**config.mk**
```make
export PLATFORM = sky130hd
export DESIGN_NAME = acdri_top
export DESIGN_NICKNAME = d
export VERILOG_FILES = /design/src/common/acdri_pkg.sv /design/src/verilog/acdri_cmd_decode.sv /design/src/verilog/acdri_ahb_slave.sv /design/src/verilog/acdri_top.sv
export SDC_FILE = /design/constraint.sdc
export NUM_CORES = 1
export LEC_CHECK = 0
export BUFFER_PORTS_ARGS = -buffer_cell sky130_fd_sc_hd__buf_2
export CORE_MARGIN = 4
export CORE_UTILIZATION = 46
export CTS_BUF_LIST = sky130_fd_sc_hd__clkbuf_4 sky130_fd_sc_hd__clkbuf_8 sky130_fd_sc_hd__clkbuf_16
export CTS_CLUSTER_DIAMETER = 100
export DETAILED_ROUTE_END_ITERATION = 12
export PLACE_DENSITY_LB_ADDON = 0.12
export SLEW_MARGIN = 15
export SYNTH_ARGS = -nofsm -noshare
export SYNTH_HDL_FRONTEND = slang
export SYNTH_SLANG_ARGS = --single-unit
```
**constraint.sdc**
```tcl
create_clock -name mclk -period 2.85 [get_ports mclk]
set_clock_uncertainty 0.15 [all_clocks]
set_input_delay 0 -clock mclk [delete_from_list [all_inputs] [get_ports mclk]]
set_output_delay 0 -clock mclk [all_outputs]
set_load 0.03 [all_outputs]
```
**src/common/acdri_pkg.sv**
```systemverilog
// Purpose: Shared constants and types for the converter command decode and result info block.
// Assumes: 32-bit AHB-Lite register bus, byte addresses, one register per aligned word.
// Notes: Register fields sit in the low bits of each word; higher bits read as zero.
package acdri_pkg;

    // Bus widths and the AHB-Lite codes this slave recognises.
    localparam int unsigned HADDR_W = 32;
    localparam int unsigned HDATA_W = 32;
    localparam int unsigned DEC_W = 8;
    localparam logic [1:0] HTRANS_NONSEQ = 2'h2;
    localparam logic [2:0] HSIZE_WORD = 3'h2;

    // Register byte offsets.
    localparam logic [7:0] OFF_CTRL = 8'h00;
    localparam logic [7:0] OFF_STATUS = 8'h04;
    localparam logic [7:0] OFF_MASK = 8'h08;
    localparam logic [7:0] OFF_INTERMEDIATE_INFO = 8'h0C;
    localparam logic [7:0] OFF_LIST_END_INFO = 8'h10;
    localparam logic [7:0] OFF_CMD_WORD_0 = 8'h14;

    // Control register fields.
    localparam int unsigned CTRL_W = 4;
    localparam int unsigned CTRL_ENABLE_BIT = 0;
    localparam int unsigned CTRL_SOFT_RESET_BIT = 1;
    localparam int unsigned CTRL_SPECIAL_MODE_ACCESS_BIT = 2;
    localparam int unsigned CTRL_RESTART_MODE_BIT = 3;

    // Info register fields: active command list and active result list.
    localparam int unsigned INFO_CMD_LIST_BIT = 7;
    localparam int unsigned INFO_RESULT_LIST_BIT = 6;

    // Command word 0 fields (bits 31..24 of the full command word).
    localparam int unsigned CMD_TYPE_HI = 7;
    localparam int unsigned CMD_TYPE_LO = 6;
    localparam int unsigned CMD_FLAG_HI = 3;
    localparam int unsigned CMD_FLAG_LO = 0;
    localparam logic [7:0] CMD_WORD_MASK = 8'hCF;

    // Command types.
    localparam logic [1:0] CT_NORMAL = 2'h0;
    localparam logic [1:0] CT_END_SEQ = 2'h1;
    localparam logic [1:0] CT_END_WRAP = 2'h2;
    localparam logic [1:0] CT_END_WAIT = 2'h3;

    // Status and mask layout: bit 0 list end, bits 15..1 conversion flags.
    localparam int unsigned NUM_FLAGS = 15;
    localparam int unsigned STAT_W = 16;
    localparam int unsigned STAT_LIST_END_BIT = 0;

    // Values after reset.
    localparam logic [3:0] CTRL_RST = 4'h0;
    localparam logic [7:0] CMD_WORD_RST = 8'h00;
    localparam logic [7:0] INFO_RST = 8'h00;
    localparam logic [15:0] STAT_RST = 16'h0000;
    localparam logic [15:0] MASK_RST = 16'h0000;

    // Sequencer states.
    typedef enum logic [2:0] {
        ST_STOP,
        ST_RUN,
        ST_WAIT_TRIG,
        ST_WAIT_RESTART,
        ST_WAIT_TRIG_ONLY
    } acdri_seq_t;

endpackage

```
**src/verilog/acdri_cmd_decode.sv**
```systemverilog
// Purpose: Decodes command type and flag select code of command word 0.
// Assumes: Purely combinational; the caller registers the results.
// Notes: Flag select code 0 yields an all-zero flag vector.
`timescale 1ns/1ps
module acdri_cmd_decode #(
    parameter int unsigned NUM_FLAGS = acdri_pkg::NUM_FLAGS
) (
    input wire logic [7:0] cmdWord,
    output logic [1:0] cmdType,
    output logic isListEnd,
    output logic [NUM_FLAGS:1] flagVec
);
    import acdri_pkg::*;

    // A four-bit code cannot address more than fifteen flags.
    if (NUM_FLAGS < 1 || NUM_FLAGS > 15) begin : g_bad_flags
        $error("NUM_FLAGS must lie between 1 and 15.");
    end

    // Binary code k sets only flag k, so the result is one-hot or zero.
    function automatic logic [NUM_FLAGS:1] codeToOneHot(input logic [3:0] code);
        logic [NUM_FLAGS:1] v;
        v = '0;
        for (int k = 1; k <= NUM_FLAGS; k++) begin
            if (code == 4'(k)) begin
                v[k] = 1'b1;
            end
        end
        return v;
    endfunction

    // Type field and flag select field decode.
    assign cmdType = cmdWord[CMD_TYPE_HI:CMD_TYPE_LO];
    assign isListEnd = cmdWord[CMD_TYPE_HI]; // Types 10 and 11 end the list.
    assign flagVec = codeToOneHot(cmdWord[CMD_FLAG_HI:CMD_FLAG_LO]);

endmodule

```
**src/verilog/acdri_ahb_slave.sv**
```systemverilog
// Purpose: AHB-Lite slave front end: captures address phases and paces data phases.
// Assumes: Single word transfers; the one slave's hreadyout is the bus hready.
// Notes: Writes finish with no wait state, reads with one.
`timescale 1ns/1ps
module acdri_ahb_slave (
    input wire logic mclk,
    input wire logic nrst,
    input wire logic hsel,
    input wire logic [1:0] htrans,
    input wire logic [acdri_pkg::HADDR_W-1:0] haddr,
    input wire logic hwrite,
    input wire logic [2:0] hsize,
    input wire logic hready,
    output logic wrEn,
    output logic rdLoad,
    output logic [acdri_pkg::DEC_W-1:0] busAddr,
    output logic hreadyout
);
    import acdri_pkg::*;

    logic wrPend_q;
    logic rdPend_q;
    logic ready_q;
    logic [DEC_W-1:0] addr_q;
    wire addrTaken;

    // Only word transfers are taken; other sizes pass as idle with an OKAY answer.
    assign addrTaken = hsel & hready & (htrans == HTRANS_NONSEQ) & (hsize == HSIZE_WORD);

    // The read wait state lets a write of the previous data phase settle first.
    always_ff @(posedge mclk) begin
        if (!nrst) begin
            wrPend_q <= 1'b0;
            rdPend_q <= 1'b0;
            ready_q <= 1'b1;
            addr_q <= '0;
        end else begin
            wrPend_q <= addrTaken & hwrite;
            rdPend_q <= addrTaken & ~hwrite;
            ready_q <= ~(addrTaken & ~hwrite);
            if (addrTaken) begin
                addr_q <= haddr[DEC_W-1:0];
            end
        end
    end

    // Strobes for the register file.
    assign wrEn = wrPend_q;
    assign rdLoad = rdPend_q;
    assign busAddr = addr_q;
    assign hreadyout = ready_q;

endmodule

```
**src/verilog/acdri_top.sv**
```systemverilog
// Purpose: Command decode, sequencer stepping and list-end result info capture.
// Assumes: cmdDone pulses once per command, after its result is stored to RAM.
// Notes: Registers over AHB-Lite; one level interrupt from sticky status bits.
//
// Summary of operation
// - Intermediate info updates with the conversion flag.
// - List-end info cleared by soft reset, disable.
// - Info bit 7 keeps active command list.
// - Info bit 6 keeps active result list.
// - List-end flag rises with the info update.
// - Command word 0 writable only in special mode.
// - Bits 31..30 select the command type.
// - Type 00 continues; 01 waits for trigger, restart.
// - Type 10 wraps and keeps converting.
// - Type 11 wraps, then waits by mode.
// - Flag code k sets only flag k.
// - List-end flag only from list-end commands.
`timescale 1ns/1ps
module acdri_top (
    input wire logic mclk,
    input wire logic nrst,
    input wire logic hsel,
    input wire logic [1:0] htrans,
    input wire logic [acdri_pkg::HADDR_W-1:0] haddr,
    input wire logic hwrite,
    input wire logic [2:0] hsize,
    input wire logic hready,
    input wire logic [acdri_pkg::HDATA_W-1:0] hwdata,
    output logic hreadyout,
    output logic hresp,
    output logic [acdri_pkg::HDATA_W-1:0] hrdata,
    input wire logic cmdDone,
    input wire logic activeCmdList,
    input wire logic activeResultList,
    input wire logic trigger,
    input wire logic restart,
    output logic [7:0] cmdWord,
    output logic [acdri_pkg::NUM_FLAGS:1] conversionFlagVector,
    output logic listEndFlag,
    output logic cmdAdvance,
    output logic listWrap,
    output logic seqRunning,
    output logic irq
);
    import acdri_pkg::*;

    logic [CTRL_W-1:0] ctrl_q;
    logic [7:0] cmdWord_q;
    logic [STAT_W-1:0] status_q;
    logic [STAT_W-1:0] mask_q;
    logic [7:0] intermediateResultInfo_q;
    logic [7:0] endOfListResultInfo_q;
    logic [NUM_FLAGS:1] convFlag_q;
    logic listEndFlag_q;
    logic cmdAdvance_q;
    logic listWrap_q;
    logic seqRunning_q;
    logic irq_q;
    logic hresp_q;
    logic [HDATA_W-1:0] hrdata_q;
    acdri_seq_t seqState_q;
    acdri_seq_t seqState_d;
    logic [1:0] cmdType;
    logic isListEnd;
    logic [NUM_FLAGS:1] decFlags;
    logic wrEn;
    logic rdLoad;
    logic [DEC_W-1:0] busAddr;

    // Bus front end.
    acdri_ahb_slave u_slave (
        .mclk(mclk),
        .nrst(nrst),
        .hsel(hsel),
        .htrans(htrans),
        .haddr(haddr),
        .hwrite(hwrite),
        .hsize(hsize),
        .hready(hready),
        .wrEn(wrEn),
        .rdLoad(rdLoad),
        .busAddr(busAddr),
        .hreadyout(hreadyout)
    );

    // Decode of the current command.
    acdri_cmd_decode #(
        .NUM_FLAGS(NUM_FLAGS)
    ) u_decode (
        .cmdWord(cmdWord_q),
        .cmdType(cmdType),
        .isListEnd(isListEnd),
        .flagVec(decFlags)
    );

    // Address hits.
    wire hitCtrl = (busAddr == OFF_CTRL);
    wire hitStatus = (busAddr == OFF_STATUS);
    wire hitMask = (busAddr == OFF_MASK);
    wire hitInter = (busAddr == OFF_INTERMEDIATE_INFO);
    wire hitListEnd = (busAddr == OFF_LIST_END_INFO);
    wire hitCmd = (busAddr == OFF_CMD_WORD_0);

    // Control decode; soft reset stays in force until software clears it.
    wire moduleEnable = ctrl_q[CTRL_ENABLE_BIT];
    wire clearInfo = ctrl_q[CTRL_SOFT_RESET_BIT] | ~moduleEnable;
    wire specialAccess = ctrl_q[CTRL_SPECIAL_MODE_ACCESS_BIT];
    wire restartMode = ctrl_q[CTRL_RESTART_MODE_BIT];

    // A finished command counts only while the sequencer runs.
    wire evt = cmdDone & (seqState_q == ST_RUN) & ~clearInfo;
    wire flagEvt = evt & (|decFlags);
    wire listEndEvt = evt & isListEnd;
    wire [7:0] listInfo = {activeCmdList, activeResultList, 6'h00};

    // Register writes; the info registers have no write path at all.
    wire wrCtrl = wrEn & hitCtrl;
    wire wrMask = wrEn & hitMask;
    wire wrCmd = wrEn & hitCmd & specialAccess;
    wire [STAT_W-1:0] statusClr = (wrEn & hitStatus) ? hwdata[STAT_W-1:0] : STAT_RST;
    wire [STAT_W-1:0] statusSet = {convFlagSet(decFlags, flagEvt), listEndEvt};
    // A new event wins over a write-one-to-clear in the same cycle.
    wire [STAT_W-1:0] status_d = (status_q & ~statusClr) | statusSet;
    wire [STAT_W-1:0] mask_d = wrMask ? hwdata[STAT_W-1:0] : mask_q;

    // Gates the decoded flags with the event strobe.
    function automatic logic [NUM_FLAGS:1] convFlagSet(input logic [NUM_FLAGS:1] f,
                                                      input logic en);
        return en ? f : '0;
    endfunction

    // Read selection, one term per register.
    wire [HDATA_W-1:0] rdData =
        ({HDATA_W{hitCtrl}} & {28'h0, ctrl_q}) |
        ({HDATA_W{hitStatus}} & {16'h0, status_q}) |
        ({HDATA_W{hitMask}} & {16'h0, mask_q}) |
        ({HDATA_W{hitInter}} & {24'h0, intermediateResultInfo_q}) |
        ({HDATA_W{hitListEnd}} & {24'h0, endOfListResultInfo_q}) |
        ({HDATA_W{hitCmd}} & {24'h0, cmdWord_q});

    // Sequencer next state; disable or soft reset parks it.
    always_comb begin
        seqState_d = seqState_q;
        unique case (seqState_q)
            ST_STOP: begin
                seqState_d = ST_WAIT_TRIG;
            end
            ST_RUN: begin
                if (evt) begin
                    unique case (cmdType)
                        CT_NORMAL: seqState_d = ST_RUN;
                        CT_END_SEQ: seqState_d = ST_WAIT_TRIG;
                        CT_END_WRAP: seqState_d = ST_RUN;
                        CT_END_WAIT: begin
                            seqState_d = restartMode ? ST_WAIT_RESTART : ST_WAIT_TRIG;
                        end
                    endcase
                end
            end
            ST_WAIT_TRIG: begin
                if (trigger | restart) begin
                    seqState_d = ST_RUN;
                end
            end
            ST_WAIT_RESTART: begin
                if (restart) begin
                    seqState_d = ST_WAIT_TRIG_ONLY;
                end
            end
            ST_WAIT_TRIG_ONLY: begin
                if (trigger) begin
                    seqState_d = ST_RUN;
                end
            end
        endcase
        if (clearInfo) begin
            seqState_d = ST_STOP;
        end
    end

    // Restart accepted while waiting also returns to the list top.
    wire restartTaken = restart & ~clearInfo &
        ((seqState_q == ST_WAIT_TRIG) | (seqState_q == ST_WAIT_RESTART));
    wire wrapNow = (listEndEvt | restartTaken);
    wire advanceNow = evt & ~isListEnd;

    // Software registers.
    always_ff @(posedge mclk) begin
        if (!nrst) begin
            ctrl_q <= CTRL_RST;
            cmdWord_q <= CMD_WORD_RST;
            mask_q <= MASK_RST;
            status_q <= STAT_RST;
        end else begin
            if (wrCtrl) begin
                ctrl_q <= hwdata[CTRL_W-1:0];
            end
            if (wrCmd) begin
                cmdWord_q <= hwdata[7:0] & CMD_WORD_MASK;
            end
            mask_q <= mask_d;
            status_q <= status_d;
        end
    end

    // Info capture in the same edge that raises the matching flag.
    always_ff @(posedge mclk) begin
        if (!nrst) begin
            intermediateResultInfo_q <= INFO_RST;
            endOfListResultInfo_q <= INFO_RST;
        end else if (clearInfo) begin
            intermediateResultInfo_q <= INFO_RST;
            endOfListResultInfo_q <= INFO_RST;
        end else begin
            if (flagEvt) begin
                intermediateResultInfo_q <= listInfo;
            end
            if (listEndEvt) begin
                endOfListResultInfo_q <= listInfo;
            end
        end
    end

    // Event pulses and sequencer outputs, all one cycle after the cmdDone, trigger or restart that causes them.
    always_ff @(posedge mclk) begin
        if (!nrst) begin
            seqState_q <= ST_STOP;
            convFlag_q <= '0;
            listEndFlag_q <= 1'b0;
            cmdAdvance_q <= 1'b0;
            listWrap_q <= 1'b0;
            seqRunning_q <= 1'b0;
            irq_q <= 1'b0;
        end else begin
            seqState_q <= seqState_d;
            convFlag_q <= convFlagSet(decFlags, flagEvt);
            listEndFlag_q <= listEndEvt;
            cmdAdvance_q <= advanceNow;
            listWrap_q <= wrapNow;
            seqRunning_q <= (seqState_d == ST_RUN);
            irq_q <= |(status_d & mask_d);
        end
    end

    // Bus answer; reads are loaded during the single wait state.
    always_ff @(posedge mclk) begin
        if (!nrst) begin
            hrdata_q <= '0;
            hresp_q <= 1'b0;
        end else begin
            hresp_q <= 1'b0;
            if (rdLoad) begin
                hrdata_q <= rdData;
            end
        end
    end

    // Every output leaves straight from its flip-flop, so no input reaches a pin in one cycle.
    assign hrdata = hrdata_q;
    assign hresp = hresp_q;
    assign cmdWord = cmdWord_q;
    assign conversionFlagVector = convFlag_q;
    assign listEndFlag = listEndFlag_q;
    assign cmdAdvance = cmdAdvance_q;
    assign listWrap = listWrap_q;
    assign seqRunning = seqRunning_q;
    assign irq = irq_q;
endmodule

```
# ---- Word-level counts from Yosys, hierarchy flattened
# Cells that the tools add are included.
dict set report word_totals {
  inputBits 79
  output_inout_bits 62
  regBits 112
}
dict set report classes {
  muxes 26
  n_reduce_logical 7
  n_bitwise 42
  n_eq_ne 30
}
# operator n
set op_table {}
lappend op_table {{$or 32x32->32} 5}
lappend op_table {{$and 32x8->32} 3}
lappend op_table {{$and 32x16->32} 2}
lappend op_table {{$and 16x16->16} 2}
lappend op_table {{$and 32x4->32} 1}
lappend op_table {{$eq 4x4->1 const B} 8}
lappend op_table {{$mux 16} 2}
lappend op_table {{$and 1x1->1} 17}
lappend op_table {{$eq 4x3->1 const B} 4}
lappend op_table {{$eq 8x4->1 const B} 2}
lappend op_table {{$eq 8x5->1 const B} 2}
lappend op_table {{$mux 1} 16}
lappend op_table {{$not 16->16} 1}
lappend op_table {{$or 16x16->16} 1}
lappend op_table {{$reduce_or 16->1} 1}
lappend op_table {{$mux 15} 1}
lappend op_table {{$mux 3} 5}
lappend op_table {{$pmux 3 s5} 1}
lappend op_table {{$reduce_or 15->1} 1}
lappend op_table {{$eq 3x2->1 const B} 3}
lappend op_table {{$pmux 3 s3} 1}
lappend op_table {{$eq 4x2->1 const B} 2}
lappend op_table {{$eq 8x3->1 const B} 1}
lappend op_table {{$logic_not 8->1} 1}
lappend op_table {{10 further kinds} 22}

# ---- Depth between registers and ports, before layout
# Gate-level depths: netlist of run 1.
dict set report depth {
  ltp_word 9
  depth_mapped 9
  mapped_depth_nobuf 6
}

# ---- Cells and area by module
# Synthesis of run 1 repeated with hierarchy kept, for this count alone.
dict set report hier_totals {
  hier_cells 447
  hier_area_um2 4337.9
}
# mod area_per_inst_um2 instances cells_per_inst seq_area_each_um2
set modules_own_cells {}
lappend modules_own_cells {acdri_top 3621.0 1 381 1701.6}
lappend modules_own_cells {acdri_ahb_slave 430.4 1 44 220.2}
lappend modules_own_cells {acdri_cmd_decode 286.5 1 22 0.0}

# ---- Least setup slack after synthesis of run 1
# No wires, ideal clock.
dict set report synth_path {
  path_kind {flip-flop to flip-flop}
  startpoint {reg u_slave.addr_q[4], in the netlist u_slave.busAddr[4]}
  endpoint {reg irq_q, in the netlist irq}
  setup_ns 0.125
  slack_ns -0.091
  path_stages_with_launch 9
  arrival_ns 2.666
  path_cell_list {dfxtp_1 -> buf_6 -> or4b_4 -> or4_4 -> buf_6 -> mux2_4 -> o2bb2a_4 -> or4b_1 -> o41a_1}
}
dict set report synth_via {
  elab_chain_len 8
  elab_cells_between_ends 11
}
# element line
set synth_lines {}
lappend synth_lines {{from (decl)} acdri_ahb_slave.sv:24} ;# logic [DEC_W-1:0] addr_q;
lappend synth_lines {{from (signal assigned)} acdri_ahb_slave.sv:42} ;# addr_q <= haddr[DEC_W-1:0];
lappend synth_lines {{$eq 8x3->1} acdri_top.sv:98} ;# wire hitStatus = (busAddr == OFF_STATUS);
lappend synth_lines {{$and 1x1->1} acdri_top.sv:120} ;# wire [STAT_W-1:0] statusClr = (wrEn & hitStatus) ? hwdata[STAT_W-1:0] : STAT_RST;
lappend synth_lines {{$mux 16} acdri_top.sv:120}
lappend synth_lines {{$not 16->16} acdri_top.sv:123} ;# wire [STAT_W-1:0] status_d = (status_q & ~statusClr) | statusSet;
lappend synth_lines {{$and 16x16->16} acdri_top.sv:123}
lappend synth_lines {{$or 16x16->16} acdri_top.sv:123}
lappend synth_lines {{$and 16x16->16 *} acdri_top.sv:241} ;# irq_q <= |(status_d & mask_d);
lappend synth_lines {{$reduce_or 16->1 *} acdri_top.sv:241}
lappend synth_lines {{to (signal assigned)} acdri_top.sv:241}
lappend synth_lines {{to (decl)} acdri_top.sv:58} ;# logic irq_q;
# Every way passes the cells marked *; elsewhere a longest branch is shown, timed or not.
# A chain may end at the register's enable or synchronous reset.

# ---- Worst setup path in the final report of run 1
dict set report layout_path {
  startpoint {reg u_slave.addr_q[0], in the netlist u_slave.busAddr[0]}
  endpoint {reg irq_q, in the netlist irq}
}
# The elaborated chain is that of the path after synthesis.

==> impl_metrics.toml, run 1 <==
[placement]
hpwl_um = 7540
io_buffer_count = 81
dp_slack_ns = -0.0840
place_area_sq_mm = 0.00471
gp_congestion = 0.854

[timing]
fin_crit_ns = 2.93
tns_ns = -0.0822
layout_setup_ws_ns = -0.0822
fmax_mhz = 341
max-slew-margin-rel_pct = 55.5
report.final.slew_viol_count = 0
finalSetupViolations = 1
hold_ws_ns = 0.0713
worst_slew_pin_slew_ns = 0.659
rsz0062_at_grt = "yes"
timing.final.crit_share_pct = 103
hold_viol = 0

[detailed_routing]
wl_um = 10800
drt_iter0_markers = 177
drtAntennaViolNets = 0
dr.pass1.iters = 4
vias = 3569
viasPerCell = 5.29
post_drt_wl_per_cell_um = 16.0
drcViolationCount = 0

[setup_path]
arrival_ns = 3.03
crit_fanout = 10
worstPathCellList = "or4b_4, or4_4, mux2_4, o2bb2a_4, or4b_1, o41a_1"
crit_slowest_cell = "or4_4"
crit_path_start_kind = "flop"
cp_num_buf_inv = 0
worstPathRequired_ns = 2.95
critPathTopFamily = "simple AND/OR/NAND/NOR gates"
worstSetupPathType = "flop to flop"
critical_path.endpoint_type = "flop"
max_stage_delay_ns = 0.55

[floorplan]
start_util_pct = 48.0
die-area_sq_mm = 0.0108
die_w_um = 104
std_cell_rows = 34
die_height_um = 104
ios = 141
fp.coreArea_sq_mm = 0.00885

[grt]
antenna_found_initial = 0
grt_max_degree = 64
grt-ovfl-total = 0
grtUsageMet1_pct = 26.4
grt_pass1_wl_um = 17600
met3_usage_pct = 4.53
grt_pass1_vias = 3500
use_met2_pct = 32.5
grt_use_total_pct = 19.9
grt-busiest-layer = "met2"

[yosys]
synth-edff-count = 0
synth.yosys.warnings = 0
synth.top_cell.area_share_pct = 45.2
synthFlopType = "dfxtp_1"
synth_top_area_cell = "dfxtp_1"
synthArstFlopShare_pct = 0
seq_area_frac_synth_pct = 45.2
synthesis.area_sq_mm = 0.00425
syn_inst = 448
ys_types = 55
synth.area.top_cells = "dfxtp_1 45%, mux2i_1 8.2%, nor2b_1 6.9%"
syn_area_per_cell_sq_um = 9.48
ys_ff_latch = 96

[clocking]
numCtsBuffers = 9
clk_root_buffer_cell = "clkbuf_8"
clkTransAtPathRegs_ns = 0.09
htree_num_levels = 3
clock_path_buffers = 2
clock-sinks = 96
tritoncts = "built"
clock_latency_ns = 0.36

[layout]
fin_nets = 641
drive_above_1_share_pct = 24.3
area_growth_pct = 24.6
fin_area_sq_mm = 0.00529
num_antenna_cells = 0
layout_common_cells = "96 x dfxtp_1, 81 x buf_2, 47 x nor2b_1, 47 x nand2_1"
num-fill-cells = 821
layout_commonest_cell = "dfxtp_1"
utilization_pct = 59.8

[power]
intPower_mw = 1.99
power.net_switching_mw = 0.555
p_leak_nw = 2.28
p_per_area_mw_per_mm2 = 481
pwr-share-comb_pct = 5.5
pwr-share-seq_pct = 52.7
ir_drop_v = 0.000301
power.share.switching_pct = 21.8
clock_power_share_pct = 41.8

[run_status]
status = "complete, but fails checks"
violations = "negative setup slack"

[worst_hold_path]
hold_class = "primary input to flop"

[run]
max_cap_violations = 0
-- final timing paths --
| path | start | endpoint | slack [ns] | cells past startpoint |
|---|---|---|---|---|
| max | u_slave.busAddr[0]$_SDFFE_PN0P_ | irq$_SDFF_PN0_ | -0.08 | 6 |
| min | hready | u_slave.wrEn$_SDFF_PN0_ | 0.07 | 5 |
| max reg2reg | u_slave.busAddr[0]$_SDFFE_PN0P_ | irq$_SDFF_PN0_ | -0.08 | 6 |
| min reg2reg | endOfListResultInfo_q[6]$_SDFFE_PP0P_ | endOfListResultInfo_q[6]$_SDFFE_PP0P_ | 0.32 | 2 |
-- flip-flops by register name, indices dropped and copies added (netlist names) --
name / count
cmdAdvance: 1
endOfListResultInfo_q: 2
cmdWord: 6
listEndFlag: 1
u_slave.busAddr: 8
seqState_q: 3
irq: 1
seqRunning: 1
u_slave.hreadyout: 1
intermediateResultInfo_q: 2
u_slave.rdLoad: 1
u_slave.wrEn: 1
hrdata: 16
conversionFlagVector: 15
ctrl_q: 4
status_q: 16
mask_q: 16
listWrap: 1
-- cell usage after synthesis (4+ instances only) --
library cell	n
nor2b_1	47
a32oi_1	7
o211a_1	10
o21ai_0	7
buf_4	21
o22ai_1	5
nand3_1	12
clkbuf_1	24
nor2_1	16
a21boi_0	5
nand2_1	47
and3_1	8
and2_1	4
a22oi_1	19
buf_6	5
nand4_1	10
a21oi_1	17
mux2i_1	35
and2b_2	4
nor3_1	8
dfxtp_1	96
-- logic make-up (layout without fill, tap and decap cells) --
kind of cell / count (synthesis) / in the layout / synth area share [%]
simple gates: 173 / 173 / 22.3
other cells: 1 / 19 / 0.0883
buf+inv: 56 / 157 / 8.37
flops: 96 / 96 / 45.2
mux: 37 / 37 / 8.87
compound gates: 85 / 85 / 15.1
-- through the flow --
| stage | std cells | power (mW) |
|---|---|---|
| final | 675 | 2.55 |
| after global routing | 675 | 2.64 |
| after CTS | 675 | 2.56 |
| after detailed placement | 625 | 1.48 |
| after global placement | 625 | 1.48 |
| after floorplan | 466 | 1.46 |
-- worst min-delay path, delay by kind of cell --
family	cells	cell delay [ns]
buffers and inverters	2	0.27
AND/OR/NAND/NOR	3	0.27
-- metal layers --
layer / up-vias / wire (um)
met2: 130 / 5140
met4: 0 / 150
met3: 13 / 563
met1: 1651 / 4950
met5: - / 0
li1: 1775 / -
-- area by class of cell --
cell class | count | area, sq um | share of cell area (%)
Multi-Input combinational cell | 314 | 2050 | 38.7
Sequential cell | 96 | 1920 | 36.3
Timing Repair Buffer | 139 | 938 | 17.7
Tap cell | 108 | 135 | 2.55
Clock buffer | 9 | 124 | 2.34
Clock inverter | 7 | 118 | 2.22
Inverter | 2 | 7.51 | 0.142
-- timing repair --
item / CTS / global route
setup endpoints to repair: 1 / 1
setup buffers: 0 / 0
hold endpoints to repair: 72 / 0
gates resized for setup: 0 / 1
hold buffers: 34 / 0
-- power groups by stage --
stage                     clock network, mW  registers (mW)  logic (mW)
final                                  1.06            1.34       0.140
after global routing                   1.15            1.34       0.150
after CTS                              1.08            1.34       0.138
after detailed placement                  0            1.37       0.105
after global placement                    0            1.37       0.105
after floorplan                           0            1.37      0.0839
(Power assumes the default switching activity.)
==> inputs of run 2 (changes only) <==
--- a/config.mk
+++ b/config.mk
@@ -5,9 +5,10 @@
 export SDC_FILE = /design/constraint.sdc
 export NUM_CORES = 1
 export LEC_CHECK = 0
+export ABC_CLOCK_PERIOD_IN_PS = 3100
 export BUFFER_PORTS_ARGS = -buffer_cell sky130_fd_sc_hd__buf_2
 export CORE_MARGIN = 4
-export CORE_UTILIZATION = 46
+export CORE_UTILIZATION = 49
 export CTS_BUF_LIST = sky130_fd_sc_hd__clkbuf_4 sky130_fd_sc_hd__clkbuf_8 sky130_fd_sc_hd__clkbuf_16
 export CTS_CLUSTER_DIAMETER = 100
 export DETAILED_ROUTE_END_ITERATION = 12
==> constraint.sdc (replaced) <==
create_clock -name mclk -period 3.1 [get_ports mclk]
set_clock_uncertainty 0.15 [all_clocks]
set_input_delay 0 -clock mclk [delete_from_list [all_inputs] [get_ports mclk]]
set_output_delay 0 -clock mclk [all_outputs]
set_load 0.03 [all_outputs]
==> run 2 against run 1 <==
Compared with the run above: wire length hardly changed; critical path depth up 1; via count is 0.25% higher; die area down 5.7%; setup slack improved by 0.14 ns; hold slack lost 0.053 ns; the flow now finishes without violations; design area shrank 0.73%; global-route usage up 1.2 points; critical path type unchanged; power fell by 13%; highest routed layer unchanged.
==> impl_metrics.toml, run 2 (same netlist as run 1, synthesis figures left out) <==
[timing]
timing.final.crit_share_pct = 98.1
fin_crit_ns = 3.04
max-slew-margin-rel_pct = 51.6
tns_ns = 0
hold_viol = 0
fmax_mhz = 329
layout_setup_ws_ns = 0.0585
worst_slew_pin_slew_ns = 0.725
finalSetupViolations = 0
report.final.slew_viol_count = 0

[placement]
dp_slack_ns = 0.0887
gp_congestion = 0.869
place_area_sq_mm = 0.00461
hpwl_um = 7300
io_buffer_count = 81

[floorplan]
start_util_pct = 50.9
fp.coreArea_sq_mm = 0.00834
die-area_sq_mm = 0.0102
std_cell_rows = 33
die_w_um = 101
ios = 141
die_height_um = 101

[clocking]
numCtsBuffers = 9
clock_latency_ns = 0.36
tritoncts = "built"
htree_num_levels = 3
clk_root_buffer_cell = "clkbuf_8"
clock-sinks = 96
clkTransAtPathRegs_ns = 0.09
clock_path_buffers = 2

[grt]
grt_use_total_pct = 21.1
grt-ovfl-total = 0
grt_pass1_vias = 3423
grt_pass1_wl_um = 17100
antenna_found_initial = 0
grt_max_degree = 64

[layout]
multi_input_area_sq_mm = 0.00209
seqCellArea_sq_mm = 0.00193
fin_area_sq_mm = 0.00525
num_antenna_cells = 0
num-fill-cells = 761
fin_nets = 635
drive_above_1_share_pct = 25.1
area_growth_pct = 23.7
layout_commonest_cell = "dfxtp_1"
utilization_pct = 63.0
layout_common_cells = "93 x dfxtp_1, 81 x buf_2, 47 x nor2b_1, 47 x nand2_1, 33 x dlygate4sd3_1"

[setup_path]
arrival_ns = 3.15
worstPathRequired_ns = 3.20
critical_path.endpoint_type = "flop"
max_stage_delay_ns = 0.59
crit_fanout = 5
r2r_slack_ns = 0.06
crit_slowest_cell = "or4_4"
worstPathCellList = "or4b_4, or4_4, buf_8, mux2i_2, o22ai_1, or4b_1, o41a_1"
crit_path_start_kind = "flop"
worstSetupPathType = "flop to flop"

[detailed_routing]
vias = 3578
post_drt_wl_per_cell_um = 16.2
drt_iter0_markers = 189
drtAntennaViolNets = 0
viasPerCell = 5.37
dr.pass1.iters = 4
wl_um = 10800
drcViolationCount = 0

[power]
ir_drop_v = 0.000179
p_per_area_mw_per_mm2 = 420
fin_total_pwr_mw = 2.21
p_leak_nw = 2.20

[run_status]
status = "completed"

[run]
max_cap_violations = 0

[worst_hold_path]
hold_class = "primary input to flop"
run 2: changes by cell type in the layout (fill, tap and decap cells not counted), moves of 2 or more:
| cell | before | now |
|---|---|---|
| buf_4 | 23 | 17 |
| mux2i_1 | 34 | 29 |
| clkinv_4 | 0 | 3 |
| dfxtp_1 | 96 | 93 |
| dfxtp_2 | 0 | 3 |
| mux2i_4 | 0 | 3 |
| bufinv_16 | 3 | 1 |
| inv_6 | 2 | 0 |
| mux2i_2 | 1 | 3 |
run 2: metrics by stage:
stage | hold WS, ns | cells
floorplan | -0.0674 | 466
global placement | 0.0427 | 611
detailed placement | 0.0523 | 611
CTS | 0.00175 | 660
global route | 0.0251 | 666
finish | 0.0179 | 666
run 2: report_power, final:
part	switching, mW	total, mW	internal, mW
clock network	0.448	0.846	0.398
registers	0.000832	1.23	1.23
logic	0.0718	0.129	0.0572
total	0.521	2.21	1.69
run 2: layer usage:
metal,part of all wire [%],vias up,global-route usage [%]
met2,48,120,34.3
met3,6.7,10,3.11
li1,-,1772,-
met1,44,1676,28.9
met4,0.90,0,7.06
met5,0,-,0
run 2: critical path, delay by kind of cell (launching register included):
family / cells / cell delay (ns)
AND/OR/NAND/NOR: 3 / 1.64
AO/OA/AOI/OAI: 2 / 0.41
flip-flops: 1 / 0.35
multiplexers: 1 / 0.21
buffers and inverters: 1 / 0.17
run 2: path summary, 6_finish.rpt:
path | from | endpoint | depth (start not counted)
max | u_slave.busAddr[1]$_SDFFE_PN0P_ | irq$_SDFF_PN0_ | 7
min | htrans[0] | u_slave.wrEn$_SDFF_PN0_ | 4
max reg2reg | u_slave.busAddr[1]$_SDFFE_PN0P_ | irq$_SDFF_PN0_ | 7
min reg2reg | endOfListResultInfo_q[6]$_SDFFE_PP0P_ | endOfListResultInfo_q[6]$_SDFFE_PP0P_ | 2
run 2: area by class of cell:
class / count / share of cell area (%)
Timing Repair Buffer: 133 / 16.9
Clock buffer: 10 / 2.62
Sequential cell: 96 / 36.7
Tap cell: 105 / 2.50
Inverter: 2 / 0.143
Multi-Input combinational cell: 314 / 39.8
Clock inverter: 6 / 1.31
run 2: what timing repair did:
item                       4_1_cts  5_1_grt
hold endpoints to repair        72        0
hold buffers                    33        0
setup endpoints to repair        0        1
buffers inserted                 0        6
gates resized for setup          0       16
